## config.mk

```make
export PLATFORM = sky130hd
export DESIGN_NAME = pfdag_guard
export DESIGN_NICKNAME = d
export VERILOG_FILES = /design/src/hw/pfdag_guard.v /design/src/hw/pfdag_frame_decode.v
export VERILOG_INCLUDE_DIRS = /design/src /design/src/hw
export SDC_FILE = /design/constraint.sdc
export NUM_CORES = 1
export LEC_CHECK = 0
export BUFFER_PORTS_ARGS = -buffer_cell sky130_fd_sc_hd__buf_2
export CORE_ASPECT_RATIO = 1.5
export CORE_MARGIN = 2
export CORE_UTILIZATION = 48
export CTS_CLUSTER_SIZE = 10
export DETAILED_ROUTE_END_ITERATION = 10
export GPL_TIMING_DRIVEN = 0
export PLACE_DENSITY = 0.88
export SYNTH_ARGS = -nofsm -noshare
export SYNTH_HDL_FRONTEND = slang
export SYNTH_SLANG_ARGS = --single-unit
```

## constraint.sdc

```tcl
create_clock -name clock -period 13.65 [get_ports clock]
set_clock_uncertainty 0.1 [all_clocks]
set_input_delay 1.365 -clock clock [delete_from_list [all_inputs] [get_ports clock]]
set_output_delay 1.365 -clock clock [all_outputs]
set_load 0.02 [all_outputs]
```

## src/hw/pfdag_consts.vh

```
// Purpose: Constants for the peripheral frame decode and access guard
// Assumes: 32-bit byte addresses, 4-bit master identifiers
// Notes:   Master ids other than the CPU are arbitrary local codes
//
// How it works
// RULE_01: Unimplemented location in a frame reads zero, write is dropped.
// RULE_02: DMA frame FFFF_F000..FFFF_F3FF, 1KB, drives select 4.
// RULE_03: Pin mux frame FFFF_EA00..FFFF_EBFF, 512B, drives select 2.
// RULE_04: First clock comparator frame at FFFF_EC00, 256B, select 3.
// RULE_05: Select 5 serves four 256B frames from FFFF_F400 to FFFF_F7FF.
// RULE_06: Select 6 serves three 256B frames from FFFF_F800 to FFFF_FAFF.
// RULE_07: Select 7 serves four 256B frames from FFFF_FC00 to FFFF_FFFF.
// RULE_08: CPU reads reach every slave group in either mode.
// RULE_09: CPU writes refused at flash secondary port, granted elsewhere.
// RULE_10: DMA, overlay and data modification units reach every group, user mode.
// RULE_11: Debug port is privileged and reaches every slave group.
// RULE_12: Both timer transfer units privileged, denied flash secondary port only.
// RULE_13: Ethernet master reaches only program flash/RAM and external slaves.
// RULE_14: Power manager writes accepted only from master id 1.
// RULE_15: Other masters may read power manager registers; writes change nothing.
// RULE_16: Debug mode bypasses the master id check on power manager writes.
// RULE_17: Access to a powered-off module ends in a bus error.
// RULE_18: Matrix-refused access gets an error and leaves the slave untouched.
`ifndef PFDAG_CONSTS_VH
`define PFDAG_CONSTS_VH

// ----------------------------------------
// Master identifiers
// ----------------------------------------
`define PFDAG_MID_CPU    4'h1
`define PFDAG_MID_DMA    4'h2
`define PFDAG_MID_OVL    4'h3
`define PFDAG_MID_DMOD   4'h4
`define PFDAG_MID_DBG    4'h5
`define PFDAG_MID_TTUA   4'h6
`define PFDAG_MID_TTUB   4'h7
`define PFDAG_MID_ETH    4'h8

// ----------------------------------------
// Slave groups of the permission matrix
// ----------------------------------------
`define PFDAG_GRP_FLASH2 3'h0
`define PFDAG_GRP_PFLASH 3'h1
`define PFDAG_GRP_CRC    3'h2
`define PFDAG_GRP_EXT    3'h3
`define PFDAG_GRP_PERIPH 3'h4

// Group address ranges, anything else is peripheral/system
`define PFDAG_FLASH2_LO  32'hF000_0000
`define PFDAG_FLASH2_HI  32'hF07F_FFFF
`define PFDAG_PFLASH_LO  32'h0000_0000
`define PFDAG_PFLASH_HI  32'h0FFF_FFFF
`define PFDAG_CRC_LO     32'hFE00_0000
`define PFDAG_CRC_HI     32'hFEFF_FFFF
`define PFDAG_EXT_LO     32'h6000_0000
`define PFDAG_EXT_HI     32'hDFFF_FFFF

// ----------------------------------------
// Frame ranges per peripheral select
// ----------------------------------------
`define PFDAG_PS2_LO     32'hFFFF_EA00
`define PFDAG_PS2_HI     32'hFFFF_EBFF
`define PFDAG_PS3_LO     32'hFFFF_EC00
`define PFDAG_PS3_HI     32'hFFFF_ECFF
`define PFDAG_PS4_LO     32'hFFFF_F000
`define PFDAG_PS4_HI     32'hFFFF_F3FF
`define PFDAG_PS5_LO     32'hFFFF_F400
`define PFDAG_PS5_HI     32'hFFFF_F7FF
`define PFDAG_PS6_LO     32'hFFFF_F800
`define PFDAG_PS6_HI     32'hFFFF_FAFF
`define PFDAG_PS7_LO     32'hFFFF_FC00
`define PFDAG_PS7_HI     32'hFFFF_FFFF

// Power domain manager frame
`define PFDAG_PMM_LO     32'hFFFF_0000
`define PFDAG_PMM_HI     32'hFFFF_01FF

// Number of decoded select lines (2..7)
`define PFDAG_NSEL       6
`define PFDAG_CNT_W      8

`endif

```

## src/hw/pfdag_guard.v

```verilog
// Purpose: Frame decode and access guard between bus masters and slaves
// Assumes: One request per cycle, fixed two-cycle answer, one clock
// Notes:   Slave hit/rdata/err answer combinationally in the same cycle
`timescale 1ns/1ps
`default_nettype none
`include "pfdag_consts.vh"

module pfdag_guard #(
  parameter CNT_W = `PFDAG_CNT_W
) (
  // Clock and reset
  input  wire                    clock,
  input  wire                    rst,
  // Master request
  input  wire                    req_valid,
  input  wire                    req_write,
  input  wire [3:0]              req_master_id,
  input  wire                    req_cpu_priv,
  input  wire [31:0]             req_addr,
  input  wire [31:0]             req_wdata,
  // Master response
  output reg                     rsp_valid_q,
  output reg                     rsp_err_q,
  output reg  [31:0]             rsp_rdata_q,
  // Slave side
  output wire                    slv_rd,
  output wire                    slv_wr,
  output reg  [`PFDAG_NSEL-1:0]  slv_sel_q,
  output reg                     slv_pmm_sel_q,
  output reg                     slv_other_q,
  output reg                     slv_priv_q,
  output reg  [31:0]             slv_addr_q,
  output reg  [31:0]             slv_wdata_q,
  input  wire                    slv_hit,
  input  wire [31:0]             slv_rdata,
  input  wire                    slv_err,
  // Device state
  input  wire                    debug_mode,
  input  wire [`PFDAG_NSEL-1:0]  pd_off,
  // Events and counts
  output reg                     deny_evt_q,
  output reg                     pdoff_evt_q,
  output reg                     pmm_blk_evt_q,
  output reg  [CNT_W-1:0]        deny_cnt_q,
  output reg  [CNT_W-1:0]        pdoff_cnt_q,
  output reg  [CNT_W-1:0]        pmm_blk_cnt_q
);

  // ----------------------------------------
  // Debug mode synchroniser
  // ----------------------------------------
  reg dbg_meta_q;
  reg dbg_q;

  // Two flops, only the second is read
  always @(posedge clock or posedge rst) begin
    if (rst) begin
      dbg_meta_q <= 1'b0;
      dbg_q      <= 1'b0;
    end else begin
      dbg_meta_q <= debug_mode;
      dbg_q      <= dbg_meta_q;
    end
  end

  // ----------------------------------------
  // Address decode
  // ----------------------------------------
  wire [`PFDAG_NSEL-1:0] dec_sel;
  wire                   dec_in_frame;
  wire                   dec_is_pmm;
  wire [2:0]             dec_group;

  pfdag_frame_decode u_dec (
    .addr     (req_addr),
    .sel      (dec_sel),
    .in_frame (dec_in_frame),
    .is_pmm   (dec_is_pmm),
    .group    (dec_group)
  );

  // ----------------------------------------
  // Permission matrix
  // ----------------------------------------
  reg perm_ok;
  reg priv_d;

  // Grant per master and slave group
  always @* begin
    perm_ok = 1'b0;
    priv_d  = 1'b0;
    case (req_master_id)
      `PFDAG_MID_CPU: begin
        priv_d = req_cpu_priv;
        if (!req_write) begin
          perm_ok = 1'b1; // [RULE_08]
        end else begin
          perm_ok = (dec_group != `PFDAG_GRP_FLASH2); // [RULE_09]
        end
      end
      `PFDAG_MID_DMA,
      `PFDAG_MID_OVL,
      `PFDAG_MID_DMOD: begin
        priv_d  = 1'b0;
        perm_ok = 1'b1; // [RULE_10]
      end
      `PFDAG_MID_DBG: begin
        priv_d  = 1'b1;
        perm_ok = 1'b1; // [RULE_11]
      end
      `PFDAG_MID_TTUA,
      `PFDAG_MID_TTUB: begin
        priv_d  = 1'b1;
        perm_ok = (dec_group != `PFDAG_GRP_FLASH2); // [RULE_12]
      end
      `PFDAG_MID_ETH: begin
        priv_d  = 1'b0;
        perm_ok = (dec_group == `PFDAG_GRP_PFLASH) ||
                  (dec_group == `PFDAG_GRP_EXT); // [RULE_13]
      end
      default: begin
        priv_d  = 1'b0;
        perm_ok = 1'b0;
      end
    endcase
  end

  // ----------------------------------------
  // Power and power-manager checks
  // ----------------------------------------
  wire pd_hit;
  wire pmm_id_ok;
  wire pmm_block;

  // Target module sits in a switched-off domain
  assign pd_hit    = |(dec_sel & pd_off); // [RULE_17]
  // Only the CPU, or anyone in debug mode, may write
  assign pmm_id_ok = (req_master_id == `PFDAG_MID_CPU) || dbg_q; // [RULE_14] [RULE_16]
  assign pmm_block = dec_is_pmm && req_write && !pmm_id_ok; // [RULE_15]

  // Verdicts, matrix refusal takes priority
  wire deny_d;
  wire pdoff_d;
  wire blk_d;
  wire grant_d;

  assign deny_d  = req_valid && !perm_ok; // [RULE_18]
  assign pdoff_d = req_valid && perm_ok && pd_hit; // [RULE_17]
  assign blk_d   = req_valid && perm_ok && !pd_hit && pmm_block;
  assign grant_d = req_valid && perm_ok && !pd_hit && !pmm_block;

  // ----------------------------------------
  // Stage one: registered request
  // ----------------------------------------
  reg s1_valid_q;
  reg s1_write_q;
  reg s1_grant_q;
  reg s1_err_q;
  reg s1_in_frame_q;

  // Capture decision and forward address to slaves
  always @(posedge clock or posedge rst) begin
    if (rst) begin
      s1_valid_q    <= 1'b0;
      s1_write_q    <= 1'b0;
      s1_grant_q    <= 1'b0;
      s1_err_q      <= 1'b0;
      s1_in_frame_q <= 1'b0;
      slv_sel_q     <= {`PFDAG_NSEL{1'b0}};
      slv_pmm_sel_q <= 1'b0;
      slv_other_q   <= 1'b0;
      slv_priv_q    <= 1'b0;
      slv_addr_q    <= 32'h0000_0000;
      slv_wdata_q   <= 32'h0000_0000;
    end else begin
      s1_valid_q    <= req_valid;
      s1_write_q    <= req_write;
      s1_grant_q    <= grant_d;
      s1_err_q      <= deny_d || pdoff_d; // [RULE_17] [RULE_18]
      s1_in_frame_q <= dec_in_frame || dec_is_pmm;
      // Selects only for granted accesses
      slv_sel_q     <= grant_d ? dec_sel : {`PFDAG_NSEL{1'b0}}; // [RULE_18]
      slv_pmm_sel_q <= grant_d && dec_is_pmm;
      slv_other_q   <= grant_d && !dec_in_frame && !dec_is_pmm;
      slv_priv_q    <= priv_d;
      slv_addr_q    <= req_addr;
      slv_wdata_q   <= req_wdata;
    end
  end

  // ----------------------------------------
  // Slave strobes
  // ----------------------------------------
  wire loc_ok;

  // Inside a frame the slave must own the location
  assign loc_ok = slv_hit || !s1_in_frame_q; // [RULE_01]
  assign slv_rd = s1_valid_q && s1_grant_q && !s1_write_q && loc_ok;
  assign slv_wr = s1_valid_q && s1_grant_q && s1_write_q && loc_ok; // [RULE_01] [RULE_15] [RULE_18]

  // ----------------------------------------
  // Stage two: response to master
  // ----------------------------------------
  // Unowned locations read zero, denied and powered-off ones error, blocked power writes do not
  always @(posedge clock or posedge rst) begin
    if (rst) begin
      rsp_valid_q <= 1'b0;
      rsp_err_q   <= 1'b0;
      rsp_rdata_q <= 32'h0000_0000;
    end else begin
      rsp_valid_q <= s1_valid_q;
      rsp_err_q   <= s1_valid_q && (s1_err_q ||
                     (s1_grant_q && !s1_in_frame_q && slv_err)); // [RULE_17] [RULE_18]
      if (slv_rd) begin
        rsp_rdata_q <= slv_rdata;
      end else begin
        rsp_rdata_q <= 32'h0000_0000; // [RULE_01]
      end
    end
  end

  // ----------------------------------------
  // Events and saturating counts
  // ----------------------------------------
  localparam [CNT_W-1:0] CNT_MAX = {CNT_W{1'b1}};
  localparam [CNT_W-1:0] CNT_ONE = {{(CNT_W-1){1'b0}}, 1'b1};

  // One-cycle pulse per refusal kind
  always @(posedge clock or posedge rst) begin
    if (rst) begin
      deny_evt_q    <= 1'b0;
      pdoff_evt_q   <= 1'b0;
      pmm_blk_evt_q <= 1'b0;
    end else begin
      deny_evt_q    <= deny_d;
      pdoff_evt_q   <= pdoff_d;
      pmm_blk_evt_q <= blk_d;
    end
  end

  // Counters stop at all ones
  always @(posedge clock or posedge rst) begin
    if (rst) begin
      deny_cnt_q    <= {CNT_W{1'b0}};
      pdoff_cnt_q   <= {CNT_W{1'b0}};
      pmm_blk_cnt_q <= {CNT_W{1'b0}};
    end else begin
      if (deny_d && (deny_cnt_q != CNT_MAX)) begin
        deny_cnt_q <= deny_cnt_q + CNT_ONE;
      end
      if (pdoff_d && (pdoff_cnt_q != CNT_MAX)) begin
        pdoff_cnt_q <= pdoff_cnt_q + CNT_ONE;
      end
      if (blk_d && (pmm_blk_cnt_q != CNT_MAX)) begin
        pmm_blk_cnt_q <= pmm_blk_cnt_q + CNT_ONE;
      end
    end
  end

endmodule
`default_nettype wire

```

## src/hw/pfdag_frame_decode.v

```verilog
// Purpose: Address to frame select and slave group decode
// Assumes: Pure combinational, same clock as the caller
// Notes:   Select bit i stands for peripheral select i+2
`timescale 1ns/1ps
`default_nettype none
`include "pfdag_consts.vh"

module pfdag_frame_decode (
  // Address in
  input  wire [31:0]             addr,
  // Decode out
  output wire [`PFDAG_NSEL-1:0]  sel,
  output wire                    in_frame,
  output wire                    is_pmm,
  output reg  [2:0]              group
);

  // ----------------------------------------
  // Frame table, select 7 in the top word
  // ----------------------------------------
  localparam [32*`PFDAG_NSEL-1:0] FR_LO = {
    `PFDAG_PS7_LO, `PFDAG_PS6_LO, `PFDAG_PS5_LO,
    `PFDAG_PS4_LO, `PFDAG_PS3_LO, `PFDAG_PS2_LO};
  localparam [32*`PFDAG_NSEL-1:0] FR_HI = {
    `PFDAG_PS7_HI, `PFDAG_PS6_HI, `PFDAG_PS5_HI,
    `PFDAG_PS4_HI, `PFDAG_PS3_HI, `PFDAG_PS2_HI};

  // One range compare per select line
  genvar i;
  generate
    for (i = 0; i < `PFDAG_NSEL; i = i + 1) begin : g_sel
      assign sel[i] = (addr >= FR_LO[32*i +: 32]) &&
                      (addr <= FR_HI[32*i +: 32]); // [RULE_02] [RULE_03] [RULE_04] [RULE_05] [RULE_06] [RULE_07]
    end
  endgenerate

  assign in_frame = |sel;
  assign is_pmm   = (addr >= `PFDAG_PMM_LO) && (addr <= `PFDAG_PMM_HI);

  // Slave group of the permission matrix
  always @* begin
    if ((addr >= `PFDAG_FLASH2_LO) && (addr <= `PFDAG_FLASH2_HI)) begin
      group = `PFDAG_GRP_FLASH2;
    end else if (addr <= `PFDAG_PFLASH_HI) begin
      group = `PFDAG_GRP_PFLASH;
    end else if ((addr >= `PFDAG_CRC_LO) && (addr <= `PFDAG_CRC_HI)) begin
      group = `PFDAG_GRP_CRC;
    end else if ((addr >= `PFDAG_EXT_LO) && (addr <= `PFDAG_EXT_HI)) begin
      group = `PFDAG_GRP_EXT;
    end else begin
      group = `PFDAG_GRP_PERIPH;
    end
  end

endmodule
`default_nettype wire

```

# --- Yosys cells after proc, flatten, opt, wreduce, memory -nomap -nowiden ---
# Cells that the tools add are included.
classes:
  addsub: 3
  n_lt_le_gt_ge: 21
  eq_ne: 13
  mux: 9
  bitwise_logic: 1
  n_reduce_logical: 52
op_table:
  columns: ["operator", "n"]
  rows:
  - ["32-bit <= comparator, second input constant", 10]
  - ["32-bit >= comparator, second input constant", 9]
  - ["32-bit by 31-bit >= comparator with 1-bit output, second input constant", 1]
  - ["32-bit by 28-bit <= comparator with 1-bit output, second input constant", 1]
  - ["1-bit logical AND", 32]
  - ["32-bit two-way mux", 1]
  - ["8-bit by 1-bit adder with 8-bit output, second input constant", 3]
  - ["8-bit inequality test, second input constant", 3]
  - ["4-bit by 3-bit == test with 1-bit output, second input constant", 4]
  - ["3-bit two-way mux", 4]
  - ["6-bit OR reduction", 2]
  - ["4-bit by 2-bit == test with 1-bit output, second input constant", 2]
  - ["1-bit zero test", 8]
  - ["6-bit bitwise AND", 1]
  - ["1-bit logical OR", 6]
  - ["6-bit two-way mux", 1]
  - ["4-bit by 1-bit == test with 1-bit output, second input constant", 1]
  - ["4-bit == test, second input constant", 1]
  - ["1-bit case mux with 4 select lines", 1]
  - ["4-bit OR reduction", 1]
  - ["3-bit by 1-bit == test with 1-bit output, second input constant", 1]
  - ["3-bit by 2-bit == test with 1-bit output, second input constant", 1]
  - ["3-bit nonzero test", 1]
  - ["3-bit OR reduction", 1]
  - ["other kinds (3)", 3]
word_totals:
  reg_bits: 141
  input_bits: 114
  output_inout_bits: 136
  word_cells: 121

# --- Logic depth before layout (Yosys ltp) ---
depth:
  ltp_word: 14
  ltp_mapped: 8
  ltp_nobuf: 6

# --- By module ---
# From an unflattened synthesis, not the netlist that was laid out.
unflattened:
  cells_unflattened: 350
  area_unflattened_um2: 4927.2
modules_own_cells:
  columns: ["module", "instances", "cells_each", "area_each_um2", "seq_area_each_um2"]
  rows:
  - ["pfdag_guard", 1, 303, 4647.0, 3528.4]
  - ["pfdag_frame_decode", 1, 47, 280.3, 0.0]

# --- Worst setup path before layout ---
# Ideal clock, no wire load.
synth_path:
  path_kind: "input to output"
  startpoint: "input port slv_hit"
  endpoint: "output port slv_rd"
  t_arrival_ps: 1999
  slack_ps: 10186
  stages: 3
  n_path_buf: 1
  path_cell_list: "o211ai_1 -> nor2_1 -> clkbuf_1"
synth_between:
  elab_chain_cells: 2
synth_lines:
  columns: ["element", "line", "source"]
  rows:
  - ["from (decl)", "pfdag_guard.v:34", "input wire slv_hit,"]
  - ["1-bit logical OR", "pfdag_guard.v:197", "assign loc_ok = slv_hit || !s1_in_frame_q;"]
  - ["1-bit logical AND", "pfdag_guard.v:198", "assign slv_rd = s1_valid_q && s1_grant_q && !s1_write_q && loc_ok;"]
  - ["to (decl)", "pfdag_guard.v:26", "output wire slv_rd,"]
# Every way passes these cells.

# --- Worst setup path in the final report ---
# Same ends and word-level chain as after synthesis.

==> results.md <==
- N_diodes: 0
- Max Cap Viol: 0
- VDD IR max: 150.8 uV
- Worst R2R Start: dbg_q
- Synth-to-layout area growth: 42.86%
- Syn Nets: 452
- DRT iter0 DRCs: 154
- Slew at the pin with the worst max-slew slack: 0.6305 ns
- CP endpoint kind: primary output
- DRT Pass-1 Iters: 4
- Clk slew on worst S/H paths: 0.06 ns
- Final count of pins violating max slew: 0
- Clk_lat worst skew: 0.41 ns
- Final setup vio count: 0
- Commonest cells after routing, fill and taps aside: buf_2 (252), dfrtp_1 (141), and2_1 (33)
- Total Power: 1048 uW
- Routing usage on met3: 7.677%
- Clk root buf: clkbuf_16
- First-pass GRT wire length: 18360 um
- Most common flop cell mapped by yosys: dfrtp_1
- CTS Sinks: 141
- Max FO, Critical Path: 10
- Chip height: 126.4 um
- CTS tree: yes
- Routed wire length per instance: 16.29 um
- Clock Tree Buf Depth: 2
- Distinct cells, synth: 44
- Top Usage Layer GRT: met2
- Unrepaired setup endpoints after global routing: no
- Hold Path End: dbg_q
- #FFs+latches synth: 141
- Slew HR: 57.65%
- Worst hold path class: reg2reg
- Post-synth ARST share: 100.0%
- Min-Delay Path Depth: 0
- Pin count of the biggest net entering global routing: 77
- Syn avg cell area: 14.31 um2
- FMAX: 261.1 MHz
- Overall Global Routing Usage: 22.21%
- Final GP Congestion: 0.8157
- Routed WL: 11910 um
- DIE WIDTH: 85.60 um
- Post CTS Setup Buffer Count: 0
- Worst hold start: dbg_meta_q
- Post-CTS Resized: 0
- Crit share post-route: 28.06%
- Arrival @ worst endpoint: 2.36 ns
- Final Critical Period: 3.830 ns
- Met1 global-route usage: 23.54%
- Mapped Area: 0.004793 mm2
- GR Layer Usage met2: 39.80%
- Worst flop-to-flop path endpoint: pmm_blk_cnt_q[1]
- Register area share after synthesis: 73.61%
- Fillers: 672
- Commonest non-fill, non-tap cell in the layout: buf_2
- Core outline area: 0.009689 mm2
- Die Area: 0.01082 mm2
- WP data required: 12.19 ns
- IO Port Bufs: 249
- Final core occ: 70.67%
- Pwr/cell area: 153.0 mW/mm2
- Worst reg-to-reg setup slack: 11.47 ns
- Hpwl dp: 9156 um
- FP Rows: 44
- Cell leakage power: 0.003700 uW
- R2R cell count: 5
- CTS buffer count: 17
- Kind of critical path: in2out
- Mapped Cells: 335
- Via count: 3629
- H-tree Lvls: 4
- Initial antenna violation count: 0
- Post-synth EDFFs: 0
- Outcome: finished clean
- Detail Route Antenna Nets: 0
- Top-Level Pins: 250
- Initial Utilization: 49.47%
- # nets final: 721
- DRC violation count after routing: 0
- Synth warnings: 0
- Final Hold Vio Count: 0
- Ratio of cells with drive above 1 in the final layout: 47.56%
- Hold_buf cts: 0
- Setup_tns: 0 ns
- Vias in the first global route: 3758
- GRT overflow: 0
- Startpoint Class: input port
- Vias per inst: 4.964
==> routing by layer <==
layer  wire, um  vias up
met2       6493      173
met3        966       29
li1           -     1672
met5          0        -
met1       4168     1755
met4        280        0
==> logic make-up after synthesis <==
| kind of cell | after synthesis | synth area share (%) |
|---|---|---|
| compound gates | 24 | 3.785 |
| xor+xnor | 21 | 3.837 |
| fa+ha+maj | 3 | 0.7832 |
| buf+inv | 15 | 1.253 |
| flops | 141 | 73.61 |
| mux | 4 | 1.175 |
| simple gates | 127 | 15.56 |
==> area by class of cell <==
type / instances / area, um2 / area share, %
buffer: 8 / 33.78 / 0.4933
clock buffer: 21 / 470.5 / 6.870
clock inverter: 10 / 161.4 / 2.357
inverter: 7 / 31.28 / 0.4568
multi-input combinational: 179 / 1205 / 17.60
sequential: 141 / 3528 / 51.53
tap: 115 / 143.9 / 2.101
timing repair buffer: 250 / 1274 / 18.60
==> state kept, by name (all words and copies together), names as in the netlist, 6 cells and up <==
register	count
deny_cnt_q	8
pdoff_cnt_q	8
pmm_blk_cnt_q	8
rsp_rdata_q	32
slv_addr_q	32
slv_sel_q	6
slv_wdata_q	32
==> how the worst max path moves through the flow <==
stage | start | end | depth (start not counted)
6_report | slv_hit | slv_rd | 5
5_1_grt | slv_hit | slv_rd | 5
4_1_cts | slv_hit | slv_rd | 5
3_5_place_dp | req_addr[23] | pdoff_cnt_q[1] | 7
3_3_place_gp | rst | slv_wdata_q[15] | 2
2_1_floorplan | rst | dbg_meta_q | 1
==> per-stage QoR <==
stage	instance area [um2]	cells	worst slack [ns]	hold WS (ns)
2_1_floorplan	4793	335	8.404	0.2312
3_3_place_gp	6183	699	7.279	0.2347
3_5_place_dp	6216	700	9.688	0.2379
4_1_cts	6848	731	9.815	0.2516
5_1_grt	6848	731	9.637	0.2806
6_report	6848	731	9.820	0.2523
==> synth_stat cells, drive strengths merged (2+ instances only) <==
cell / n / area (um2)
nor4: 3 / 18.77
xor2: 5 / 43.79
and2: 33 / 206.5
nand2: 15 / 56.30
and3b: 3 / 26.28
nor2b: 2 / 12.51
dfrtp: 141 / 3528
nor2: 17 / 63.81
and4b: 2 / 20.02
and3: 10 / 62.56
a31oi: 4 / 25.02
nand4b: 2 / 17.52
nand4: 11 / 68.82
nor3: 4 / 20.02
or2: 3 / 18.77
clkbuf: 5 / 18.77
nor3b: 5 / 42.54
o211ai: 2 / 15.01
mux2: 3 / 33.78
inv: 7 / 26.28
o21ai: 5 / 28.78
a21oi: 7 / 35.03
ha: 3 / 37.54
buf: 3 / 15.01
xnor2: 16 / 140.1
nand3: 9 / 45.04
==> where the power goes <==
part | switching (uW) | internal, uW | total, uW
sequential | 15.8 | 441 | 457
clock | 163 | 320 | 483
combinational | 67.2 | 41.3 | 109
==> worst max-delay path, cell delays in order <==
cell,delay [ns]
buf_2,0.08
o211ai_1,0.09
nor2_1,0.27
clkbuf_1,0.33
buf_2,0.23
Note: power is estimated with default switching activity, not from simulation.
